**src/dcm_pkg.sv**
```systemverilog
package dcm_pkg;

  // Protected field identifiers on the field access port
  localparam logic [1:0] FLD_GAIN = 2'h0;
  localparam logic [1:0] FLD_OFFSET = 2'h1;
  localparam logic [1:0] FLD_SAMPLE = 2'h2;
  localparam int NUM_FIELDS = 3;
  localparam int FIELD_BYTES = 3;

  // Gain field layout: coefficient in bytes 0..1, width code in byte 2 [3:0]
  localparam int GAIN_COEF_W = 16;
  localparam int GAIN_WIDTH_LSB = 16;
  localparam int GAIN_WIDTH_W = 4;
  localparam logic [23:0] GAIN_FIELD_MASK = 24'h0fffff;

  // Reset values of the fields, their shadows, the interlock flags and the read data
  localparam logic [23:0] FIELD_RST = 24'h000000;
  localparam logic [2:0] CIF_RST = 3'h7;
  localparam logic [15:0] RDATA_RST = 16'h0000;

  // Operating modes, two-bit select
  localparam logic [1:0] MODE_SINGLE = 2'h0;
  localparam logic [1:0] MODE_FAST = 2'h1;
  localparam logic [1:0] MODE_CONT = 2'h2;
  localparam logic [1:0] MODE_FIR = 2'h3;

  // Decimation periods blocked after a channel reset
  localparam int SETTLE_PERIODS = 3;

  // Sequencer states
  typedef enum logic [1:0] {
    ST_IDLE = 2'b00,
    ST_CHRST = 2'b01,
    ST_SETTLE = 2'b10,
    ST_RUN = 2'b11
  } dcm_state_e;

endpackage

```
**src/dcm_decimator_ctrl.sv**
```systemverilog
`timescale 1ns/100ps
// Function
// RQ1 - Coherency tracking acts only when enabled; otherwise fields are plain registers
// RQ2 - Three tracked fields: gain with width, offset (write side), output sample (read side)
// RQ3 - Software picks the key byte; accessing it completes a field update
// RQ4 - Each of the three fields keeps its own interlock flag
// RQ5 - Byte and halfword accesses both mark the bytes they touch
// RQ6 - Hard or soft reset sets all three interlock flags coherent
// RQ7 - Writing a non-key gain or offset byte while coherent clears its flag
// RQ8 - While a write field is incoherent the datapath uses its shadow copy
// RQ9 - Key byte write sets flag; next need loads new value into shadow
// RQ10 - Reading a non-key output sample byte while coherent clears its flag
// RQ11 - Incoherent output sample is frozen; new results are dropped silently; the code pulses sampleDropped for each dropped result
// RQ12 - Reading the sample key byte sets its flag; next result is stored
// RQ13 - A two-bit control field picks one of four operating modes
// RQ14 - Single sample: start, convert four periods, capture, flag done, back to standby
// RQ15 - Fast filter: repeated single samples with channel reset between each
// RQ16 - Continuous: reset once, block three periods, then one result per period
// RQ17 - Fast FIR: reset, block three, accumulate fir ratio plus one, emit, repeat
// RQ18 - Modes start by software start bit write or external start input
// RQ19 - External start select set means the software start bit is ignored
// RQ20 - Offset field is a 24-bit signed two's complement value
// RQ21 - Halfword touching the key byte counts as key access, leaving flag coherent
module dcm_decimator_ctrl
  import dcm_pkg::*;
#(
  parameter int RATIO_W = 8,
  parameter int FIR_W = 10
)
(
  // Clock and resets
  input wire logic ref_clk,
  input wire logic rst,
  input wire logic softRst,
  // Coherency control
  input wire logic [2:0] cohEnable,
  input wire logic [1:0] keyGain,
  input wire logic [1:0] keyOffset,
  input wire logic [1:0] keySample,
  // Decimator control
  input wire logic [1:0] modeSel,
  input wire logic softStartWrite,
  input wire logic extStartSel,
  input wire logic extStart,
  input wire logic stopCmd,
  input wire logic [RATIO_W-1:0] cicRatio,
  input wire logic [FIR_W-1:0] firRatio,
  // Field access port
  input wire logic fldAccess,
  input wire logic fldWrite,
  input wire logic [1:0] fldSel,
  input wire logic [1:0] fldByte,
  input wire logic fldHalf,
  input wire logic [15:0] fldWdata,
  output logic [15:0] fldRdata,
  // Post-processor result
  input wire logic resultValid,
  input wire logic [23:0] resultData,
  // Coefficients to the datapath and the held output sample
  output logic [GAIN_COEF_W-1:0] gainCoef,
  output logic [GAIN_WIDTH_W-1:0] gainWidth,
  output logic signed [23:0] offsetCoef,
  output logic [23:0] outSample,
  // Status
  output logic [2:0] interlockFlag,
  output logic sampleDropped,
  output logic busy,
  // Sequencer strobes
  output logic chanReset,
  output logic periodTick,
  output logic firSample,
  output logic resultCapture,
  output logic convDone
);

  // Bytes of a field touched by one access; a halfword also takes the next byte
  function automatic logic [2:0] touchMask(input logic [1:0] b, input logic half);
    logic [2:0] m;
    m = 3'h0;
    case (b)
      2'h0: m = half ? 3'h3 : 3'h1;
      2'h1: m = half ? 3'h6 : 3'h2;
      2'h2: m = 3'h4;
      default: m = 3'h0;
    endcase
    return m;
  endfunction

  // Merge written bytes into a field; low data byte lands on the addressed byte
  function automatic logic [23:0] mergeBytes(input logic [23:0] old, input logic [2:0] m,
                                             input logic [1:0] b, input logic [15:0] wd);
    logic [23:0] v;
    v = old;
    for (int i = 0; i < FIELD_BYTES; i++)
    begin
      if (m[i])
      begin
        v[i*8 +: 8] = (i == int'(b)) ? wd[7:0] : wd[15:8];
      end
    end
    return v;
  endfunction

  logic clr;
  logic [2:0] accMask;
  logic [1:0] keyArr [NUM_FIELDS];
  logic [2:0] cif_r, cif_nxt;
  logic [23:0] gainFld_r, gainFld_nxt;
  logic [23:0] offsetFld_r, offsetFld_nxt;
  logic [23:0] sampleFld_r, sampleFld_nxt;
  logic [23:0] gainShd_r, gainShd_nxt;
  logic [23:0] offsetShd_r, offsetShd_nxt;
  logic [15:0] rdata_r, rdata_nxt;
  logic dropped_r, dropped_nxt;
  logic needLoad;

  assign clr = rst | softRst;
  assign accMask = touchMask(fldByte, fldHalf); // see RQ5
  assign keyArr[0] = keyGain;
  assign keyArr[1] = keyOffset;
  assign keyArr[2] = keySample;

  // Interlock flags, one per field; a disabled field always reads coherent
  always_comb
  begin
    logic hit;
    hit = 1'b0;
    cif_nxt = cif_r;
    for (int f = 0; f < NUM_FIELDS; f++)
    begin
      // Gain and offset track writes, the output sample tracks reads
      hit = fldAccess && (fldSel == 2'(f)) && (fldWrite == (f != 2)); // see RQ2
      if (!cohEnable[f])
      begin
        cif_nxt[f] = 1'b1; // see RQ1
      end
      else if (hit && accMask[keyArr[f]])
      begin
        cif_nxt[f] = 1'b1; // see RQ3, RQ9, RQ12, RQ21
      end
      else if (hit && (accMask != 3'h0))
      begin
        cif_nxt[f] = 1'b0; // see RQ7, RQ10
      end
    end
  end

  // Field storage; gain and offset writes always land, only their datapath view is guarded; results are guarded at the sample field
  always_comb
  begin
    gainFld_nxt = gainFld_r;
    offsetFld_nxt = offsetFld_r;
    sampleFld_nxt = sampleFld_r;
    dropped_nxt = 1'b0;
    if (fldAccess && fldWrite && (fldSel == FLD_GAIN))
    begin
      gainFld_nxt = mergeBytes(gainFld_r, accMask, fldByte, fldWdata) & GAIN_FIELD_MASK;
    end
    if (fldAccess && fldWrite && (fldSel == FLD_OFFSET))
    begin
      offsetFld_nxt = mergeBytes(offsetFld_r, accMask, fldByte, fldWdata);
    end
    // Sample is written by hardware only; software writes are ignored
    if (resultValid)
    begin
      if (!cohEnable[2] || cif_r[2])
      begin
        sampleFld_nxt = resultData; // see RQ12
      end
      else
      begin
        dropped_nxt = 1'b1; // see RQ11
      end
    end
  end

  // Shadows follow the fields at a point of need when coherent, and every cycle when tracking is off
  always_comb
  begin
    gainShd_nxt = gainShd_r;
    offsetShd_nxt = offsetShd_r;
    // Disabled tracking passes the field through every cycle
    if (!cohEnable[0] || (cif_r[0] && needLoad))
    begin
      gainShd_nxt = gainFld_r; // see RQ8, RQ9
    end
    if (!cohEnable[1] || (cif_r[1] && needLoad))
    begin
      offsetShd_nxt = offsetFld_r; // see RQ8, RQ9
    end
  end

  // Read data, registered one cycle after the access
  always_comb
  begin
    logic [23:0] src;
    src = sampleFld_r;
    rdata_nxt = rdata_r;
    case (fldSel)
      FLD_GAIN: src = gainFld_r;
      FLD_OFFSET: src = offsetFld_r;
      FLD_SAMPLE: src = sampleFld_r;
      default: src = 24'h000000;
    endcase
    if (fldAccess && !fldWrite)
    begin
      rdata_nxt = 16'h0000;
      if (accMask[fldByte])
      begin
        rdata_nxt[7:0] = src[fldByte*8 +: 8];
      end
      if (fldHalf && (fldByte != 2'h2))
      begin
        rdata_nxt[15:8] = src[(fldByte+2'h1)*8 +: 8];
      end
    end
  end

  // Register the coherency state
  always_ff @(posedge ref_clk)
  begin
    if (clr)
    begin
      cif_r <= CIF_RST; // see RQ6
      gainFld_r <= FIELD_RST;
      offsetFld_r <= FIELD_RST;
      sampleFld_r <= FIELD_RST;
      gainShd_r <= FIELD_RST;
      offsetShd_r <= FIELD_RST;
      rdata_r <= RDATA_RST;
      dropped_r <= 1'b0;
    end
    else
    begin
      cif_r <= cif_nxt;
      gainFld_r <= gainFld_nxt;
      offsetFld_r <= offsetFld_nxt;
      sampleFld_r <= sampleFld_nxt;
      gainShd_r <= gainShd_nxt;
      offsetShd_r <= offsetShd_nxt;
      rdata_r <= rdata_nxt;
      dropped_r <= dropped_nxt;
    end
  end

  assign fldRdata = rdata_r;
  assign interlockFlag = cif_r; // see RQ4
  assign sampleDropped = dropped_r;
  assign outSample = sampleFld_r;
  assign gainCoef = gainShd_r[GAIN_COEF_W-1:0];
  assign gainWidth = gainShd_r[GAIN_WIDTH_LSB +: GAIN_WIDTH_W];
  assign offsetCoef = signed'(offsetShd_r); // see RQ20

  // External start synchroniser; the first stage feeds only the second
  logic extSync1_r, extSync2_r, extPrev_r;
  logic startEvt;

  always_ff @(posedge ref_clk)
  begin
    if (clr)
    begin
      extSync1_r <= 1'b0;
      extSync2_r <= 1'b0;
      extPrev_r <= 1'b0;
    end
    else
    begin
      extSync1_r <= extStart;
      extSync2_r <= extSync1_r;
      extPrev_r <= extSync2_r;
    end
  end

  // Select the start source; the soft bit is dead while external is chosen
  assign startEvt = extStartSel ? (extSync2_r & ~extPrev_r) : softStartWrite; // see RQ18, RQ19

  // Sequencer state
  dcm_state_e state_r, state_nxt;
  logic [1:0] mode_r, mode_nxt;
  logic [RATIO_W-1:0] cycCnt_r, cycCnt_nxt;
  logic [FIR_W:0] prdCnt_r, prdCnt_nxt;
  logic tick_r, tick_nxt;
  logic fir_r, fir_nxt;
  logic cap_r, cap_nxt;
  logic done_r, done_nxt;
  logic periodEnd;
  logic [RATIO_W-1:0] lastCyc;

  // A ratio of zero is taken as one so the period still ends
  assign lastCyc = (cicRatio == '0) ? '0 : cicRatio - RATIO_W'(1);
  assign periodEnd = ((state_r == ST_SETTLE) || (state_r == ST_RUN)) && (cycCnt_r == lastCyc);
  // Coefficients are needed at each period boundary and at channel reset
  assign needLoad = periodEnd || (state_r == ST_CHRST);

  // Mode sequencer next state
  always_comb
  begin
    state_nxt = state_r;
    mode_nxt = mode_r;
    cycCnt_nxt = cycCnt_r;
    prdCnt_nxt = prdCnt_r;
    tick_nxt = 1'b0;
    fir_nxt = 1'b0;
    cap_nxt = 1'b0;
    done_nxt = 1'b0;
    if ((state_r == ST_SETTLE) || (state_r == ST_RUN))
    begin
      cycCnt_nxt = periodEnd ? '0 : cycCnt_r + RATIO_W'(1);
      tick_nxt = periodEnd;
    end
    case (state_r)
      ST_IDLE:
      begin
        if (startEvt)
        begin
          mode_nxt = modeSel; // see RQ13
          state_nxt = ST_CHRST;
        end
      end
      ST_CHRST:
      begin
        // Every mode opens with a channel and modulator reset
        cycCnt_nxt = '0;
        prdCnt_nxt = '0;
        state_nxt = ST_SETTLE;
      end
      ST_SETTLE:
      begin
        // Blocked periods give no result while the filter fills
        if (periodEnd)
        begin
          if (prdCnt_r == (FIR_W+1)'(SETTLE_PERIODS - 1))
          begin
            prdCnt_nxt = '0;
            state_nxt = ST_RUN; // see RQ16, RQ17
          end
          else
          begin
            prdCnt_nxt = prdCnt_r + (FIR_W+1)'(1);
          end
        end
      end
      ST_RUN:
      begin
        if (periodEnd)
        begin
          case (mode_r)
            MODE_SINGLE:
            begin
              cap_nxt = 1'b1;
              done_nxt = 1'b1;
              state_nxt = ST_IDLE; // see RQ14
            end
            MODE_FAST:
            begin
              cap_nxt = 1'b1;
              done_nxt = 1'b1;
              state_nxt = ST_CHRST; // see RQ15
            end
            MODE_CONT:
            begin
              cap_nxt = 1'b1;
              done_nxt = 1'b1; // see RQ16
            end
            default:
            begin
              // FIR mode sums fir ratio plus one periods per result
              fir_nxt = 1'b1;
              if (prdCnt_r == {1'b0, firRatio})
              begin
                cap_nxt = 1'b1;
                done_nxt = 1'b1;
                state_nxt = ST_CHRST; // see RQ17
              end
              else
              begin
                prdCnt_nxt = prdCnt_r + (FIR_W+1)'(1);
              end
            end
          endcase
        end
      end
      default:
      begin
        state_nxt = ST_IDLE;
      end
    endcase
    // Stop wins over every state change and the capture and done strobes; a result in flight is abandoned
    if (stopCmd)
    begin
      state_nxt = ST_IDLE;
      cap_nxt = 1'b0;
      done_nxt = 1'b0;
    end
  end

  // Register the sequencer
  always_ff @(posedge ref_clk)
  begin
    if (clr)
    begin
      state_r <= ST_IDLE;
      mode_r <= MODE_SINGLE;
      cycCnt_r <= '0;
      prdCnt_r <= '0;
      tick_r <= 1'b0;
      fir_r <= 1'b0;
      cap_r <= 1'b0;
      done_r <= 1'b0;
    end
    else
    begin
      state_r <= state_nxt;
      mode_r <= mode_nxt;
      cycCnt_r <= cycCnt_nxt;
      prdCnt_r <= prdCnt_nxt;
      tick_r <= tick_nxt;
      fir_r <= fir_nxt;
      cap_r <= cap_nxt;
      done_r <= done_nxt;
    end
  end

  // Strobes to the datapath and status
  assign chanReset = (state_r == ST_CHRST);
  assign busy = (state_r != ST_IDLE);
  assign periodTick = tick_r;
  assign firSample = fir_r;
  assign resultCapture = cap_r;
  assign convDone = done_r;

endmodule

```
**config.mk**
```make
export PLATFORM = sky130hd
export DESIGN_NAME = dcm_decimator_ctrl
export DESIGN_NICKNAME = d
export VERILOG_FILES = /design/src/dcm_pkg.sv /design/src/dcm_decimator_ctrl.sv
export SDC_FILE = /design/constraint.sdc
export NUM_CORES = 1
export LEC_CHECK = 0
export ABC_AREA = 1
export BUFFER_PORTS_ARGS = -buffer_cell sky130_fd_sc_hd__clkbuf_2
export CAP_MARGIN = 15
export CORE_MARGIN = 10
export CORE_UTILIZATION = 33
export CTS_BUF_LIST = sky130_fd_sc_hd__clkbuf_4
export DETAILED_ROUTE_END_ITERATION = 16
export SKIP_LAST_GASP = 1
export SYNTH_ARGS = -nofsm -noshare
export SYNTH_HDL_FRONTEND = slang
export SYNTH_SLANG_ARGS = --single-unit
```
**constraint.sdc**
```tcl
create_clock -name ref_clk -period 6.2 [get_ports ref_clk]
set_input_delay 0.62 -clock ref_clk [delete_from_list [all_inputs] [get_ports ref_clk]]
set_output_delay 0.62 -clock ref_clk [all_outputs]
set_load 0.05 [all_outputs]
```
==> summary.md <==
| Metric | Value |
|---|---|
| Antenna violations before repair | `2` |
| Hold Fails Final Rpt | `0` |
| Antenna diodes | `0` |
| Worst EP required | `roughly 6.7 ns` |
| Via count | `~8.0k` |
| Number of clock sinks | `between 150 and 200` |
| Max transition margin | `30.6%` |
| CTS tree | `built` |
| Routed wire length | `about 27000 um` |
| Syn avg cell area | `~6.9 um^2` |
| Number of stages on the worst setup path | `14` |
| Standard cell core area | `around 24000 um^2` |
| Synth area leader | `sky130_fd_sc_hd__dfxtp_1` |
| Fillers | `2570` |
| Post_cts resized | `0` |
| Detailed-route wire length per cell | `roughly 17 um` |
| Pin count of the biggest net entering global routing | `just over 100` |
| Weighted congestion reported at the end of routability-driven placement | `around 0.96` |
| Power Density | `~220 nW/um^2` |
| IO buf count | `177` |
| Maximum capacitance violations | `0` |
| Number of non-filler instances in the completed layout | `1641` |
| NumNets Final | `~1.4k` |
| Total power of the final layout | `slightly above 2000 uW` |
| DRT Pass-1 Iters | `5` |
| RR Endpoint | `offsetCoef[10]$_SDFFE_PP0P_` |
| Clock transition at the registers of the reported paths | `around 0.14 ns` |
| Number of H-tree levels | `4` |
| Internal Power | `1400 uW` |
| CTS hold repair buffers | `0` |
| DRC violation total after the first TritonRoute iteration | `785` |
| Fmax | `360 MHz` |
| Global-route wire length before repair | `around 42000 um` |
| Result of the run | `complete, no violations` |
| Global Route Usage Sum | `between 15 and 20%` |
| Number of pins with negative max-slew slack in the final report | `0` |
| Sequential power share | `a little over half` |
| Clock share of power | `32.5%` |
| Setup slack of the most critical reg-to-reg path | `around 3.4 ns` |
| Worst Path Arrival | `~3.3 ns` |
| Syn nets | `1260` |
| Min cycle time layout | `2.78 ns` |
| Synthesized netlist cell count | `around 1.2k` |
| Startpoint of the worst-slack reg-to-reg timing path | `state_r[0]$_SDFFE_PP0P_` |
| Standard-cell rows | `56` |
| Aggregate global routing overflow | `0` |
| Net switching power of the design | `643 uW` |
| Flip-flop and latch count after synthesis | `about 160` |
| Total clock buffers created by CTS | `17` |
| Critical path's largest stage delay | `0.75 ns` |
| Crit path max-delay cell type | `sky130_fd_sc_hd__nand2_2` |
| Synth warnings | `0` |
| Count of cell types in the netlist | `40` |
| Growth of design area from synthesis to finish | `17.1%` |
| Setup skew after layout | `roughly 0.032 ns` |
| Synthesized cell area | `~8000 um^2` |
| Fraction of synthesized cell area taken by the top area cell type | `roughly two fifths` |
| Cell types occupying the most area after synthesis | `sky130_fd_sc_hd__dfxtp_1, sky130_fd_sc_hd__nand2_1, sky130_fd_sc_hd__a21oi_1` |
| Worst setup path startpoint | `state_r[0]$_SDFFE_PP0P_` |
| Worst min-delay path class | `primary input to register` |
| Proportion of synthesized chip area in sequential cells | `40.3%` |
| Number of cells traversed by the worst register-to-register path | `14` |
| Net switching fraction of the power | `31.5%` |
| Crit Path Class | `register to register` |
| Portion of the clock cycle consumed by the worst path in the final layout | `roughly 45%` |
| Count of placed standard cells including taps | `between 1.5k and 2k` |
| Combined flip-flop and latch cell area | `approximately 3200 um^2` |
| Nature of the critical path endpoint | `register` |
| Family of cells with the greatest summed delay on the critical path | `simple AND/OR/NAND/NOR gates` |
| Post-detailed-placement half-perimeter wirelength | `~21000 um` |
| Remaining design rule violation count | `0` |
| Final setup viols | `0` |
| Routed via count divided by cell count | `~4.9` |
| Worst Tran Pin Value | `~1.0 ns` |
| Unrepaired setup endpoints after global routing | `false` |
| Via count of the first global-routing pass | `between 7k and 8k` |
| Termination of the worst setup path | `offsetCoef[10]$_SDFFE_PP0P_` |
| Floorplan die height | `~180 um` |
| Maximum buffer depth of the clock tree | `2` |
| Clock Latency Late Sink | `0.57 ns` |
| Starting utilization of the core area | `around 34%` |
| List of cells traversed by the critical path | `inv_1 -> ha_1 -> nor2_1 -> inv_1 -> nand2_1 -> nor2_1 -> nand2_1 -> nor2_4 -> nand2_4 -> nand2_2 -> nand2_2 -> nand3_1 -> nand2_1 -> nor2_1` |
| Area used by multi-input combinational logic | `3880 um^2` |
| Kind of start point of the critical path | `register` |
| Share of total power in combinational logic | `roughly 15%` |
| Die Footprint | `30900 um^2` |
| # IOs | `approximately 180` |
| Summed negative setup slack over all endpoints | `0 ns` |
| IR Drop Worst-Case VDD | `between 0.1 and 0.15 mV` |
| Number of setup buffers added after CTS | `0` |
| Leakage Power | `0.00389 uW` |
| Overall die width | `around 180 um` |
| Antenna-violating nets left | `0` |
| Largest fanout on the critical path | `48` |
| Root Buffer Master | `sky130_fd_sc_hd__clkbuf_4` |
| Buffers & Inverters on Critical Path | `2` |
| Proportion of layout cells with a drive suffix above 1 | `between 15 and 20%` |
-- cell usage in the layout (no fill, tap or decap), drive strengths merged, types with 2 or more instances in the layout --
cell type  Yosys  layout
a211oi         4       4
a21oi        155     155
a221oi         2       2
a22o           4       4
a31oi          7       7
buf           24       8
bufinv         0       2
clkbuf        39     196
clkinv         3       6
clkinvlp       0       3
dfxtp        161     161
ha             8       8
inv          164     169
nand2        218     218
nand3         86      86
nand4          7       7
nor2         124     124
nor3           7       7
nor4           6       6
o2111ai        5       5
o211ai         5       5
o21ai         95      95
o221ai         9       9
o22ai         10      10
xnor2          3       3
xor2          17      17
-- area by class of cell --
cell class / instances / area share (%)
Clock buffer: 19 / 1.52
Clock inverter: 13 / 1.62
Inverter: 167 / 6.69
Multi-Input combinational cell: 777 / 41.4
Sequential cell: 161 / 34.4
Tap cell: 319 / 4.26
Timing Repair Buffer: 185 / 10.1
-- kinds of logic (layout without fill, tap and decap cells) --
group	Yosys count	in the layout	share of synthesized area, %
compound gates	299	299	21.3
xor+xnor	20	20	2.19
fa+ha+maj	8	8	1.25
buf+inv	230	384	11.3
flops	161	161	40.3
mux	1	1	0.141
simple gates	449	449	23.5
-- per-layer routing --
| metal | GRT usage [%] | up-vias | part of all wire [%] |
|---|---|---|---|
| met3 | 6.46 | 47 | 9.2 |
| met1 | 20.3 | 3620 | 42 |
| met4 | 5.72 | 4 | 2.5 |
| met5 | 0 | - | 0.099 |
| met2 | 27.7 | 279 | 46 |
| li1 | - | 4097 | - |
-- synthesized netlist by cell type --
library cell,count
sky130_fd_sc_hd__a211oi_1,4
sky130_fd_sc_hd__a21oi_1,134
sky130_fd_sc_hd__a21oi_2,21
sky130_fd_sc_hd__a221oi_1,2
sky130_fd_sc_hd__a22o_1,4
sky130_fd_sc_hd__a311oi_1,1
sky130_fd_sc_hd__a31oi_1,7
sky130_fd_sc_hd__buf_1,10
sky130_fd_sc_hd__buf_2,9
sky130_fd_sc_hd__buf_4,1
sky130_fd_sc_hd__buf_6,4
sky130_fd_sc_hd__clkbuf_1,39
sky130_fd_sc_hd__clkinv_1,3
sky130_fd_sc_hd__dfxtp_1,161
sky130_fd_sc_hd__ha_1,8
sky130_fd_sc_hd__inv_1,159
sky130_fd_sc_hd__inv_2,5
sky130_fd_sc_hd__mux2_2,1
sky130_fd_sc_hd__nand2_1,213
sky130_fd_sc_hd__nand2_2,4
sky130_fd_sc_hd__nand2_4,1
sky130_fd_sc_hd__nand3_1,84
sky130_fd_sc_hd__nand3_2,2
sky130_fd_sc_hd__nand3b_1,1
sky130_fd_sc_hd__nand4_1,7
sky130_fd_sc_hd__nor2_1,121
sky130_fd_sc_hd__nor2_2,1
sky130_fd_sc_hd__nor2_4,2
sky130_fd_sc_hd__nor3_1,7
sky130_fd_sc_hd__nor4_1,6
sky130_fd_sc_hd__o2111ai_1,5
sky130_fd_sc_hd__o211ai_1,5
sky130_fd_sc_hd__o21ai_0,94
sky130_fd_sc_hd__o21ai_1,1
sky130_fd_sc_hd__o21bai_1,1
sky130_fd_sc_hd__o221ai_1,9
sky130_fd_sc_hd__o22ai_1,10
sky130_fd_sc_hd__o41ai_1,1
sky130_fd_sc_hd__xnor2_1,3
sky130_fd_sc_hd__xor2_1,17
-- power groups by stage --
stage	combinational (uW)	sequential, uW	clock (uW)
after global routing	342	1070	733
after detailed placement	309	1090	0
after floorplan	153	1150	0
final	310	1070	663
after global placement	307	1090	0
after CTS	310	1070	684
-- worst reg2reg max path: cells and delay by family, from the launching register on --
kind	cells	cell delay (ns)
fa+ha+maj	1	0.26
buf+inv	2	0.24
flops	1	0.39
simple gates	11	1.81
-- registers in the layout (all words and copies together) (netlist names), 2 cells and up --
name	flops
state_r	2
interlockFlag	3
cycCnt_r	8
gainFld_r	20
outSample	24
gainShd_r	20
offsetCoef	24
fldRdata	16
prdCnt_r	11
offsetFld_r	24
mode_r	2
-- metrics by stage --
stage / utilization [%] / area (um^2) / hold slack, ns / worst slack [ns]
detailed placement: 38.3 / 9080 / 0.403 / 2.98
CTS: 39.6 / 9370 / 0.193 / 3.43
global placement: 38.3 / 9080 / 0.408 / 3.03
floorplan: - / 8010 / 0.394 / 3.72
global route: 39.6 / 9370 / 0.192 / 3.12
finish: 39.6 / 9370 / 0.254 / 3.42
-- worst min path at each step --
stage	end	slack, ns	from	depth (start not counted)
floorplan	extSync2_r$_SDFF_PP0_	0.39	extSync1_r$_SDFF_PP0_	2
global placement	extSync2_r$_SDFF_PP0_	0.41	extSync1_r$_SDFF_PP0_	2
detailed placement	extSync2_r$_SDFF_PP0_	0.40	extSync1_r$_SDFF_PP0_	2
CTS	extSync1_r$_SDFF_PP0_	0.19	extStart	3
global route	extSync1_r$_SDFF_PP0_	0.19	extStart	3
finish	extSync1_r$_SDFF_PP0_	0.25	extStart	3
Power figures use the tool's default switching activity.
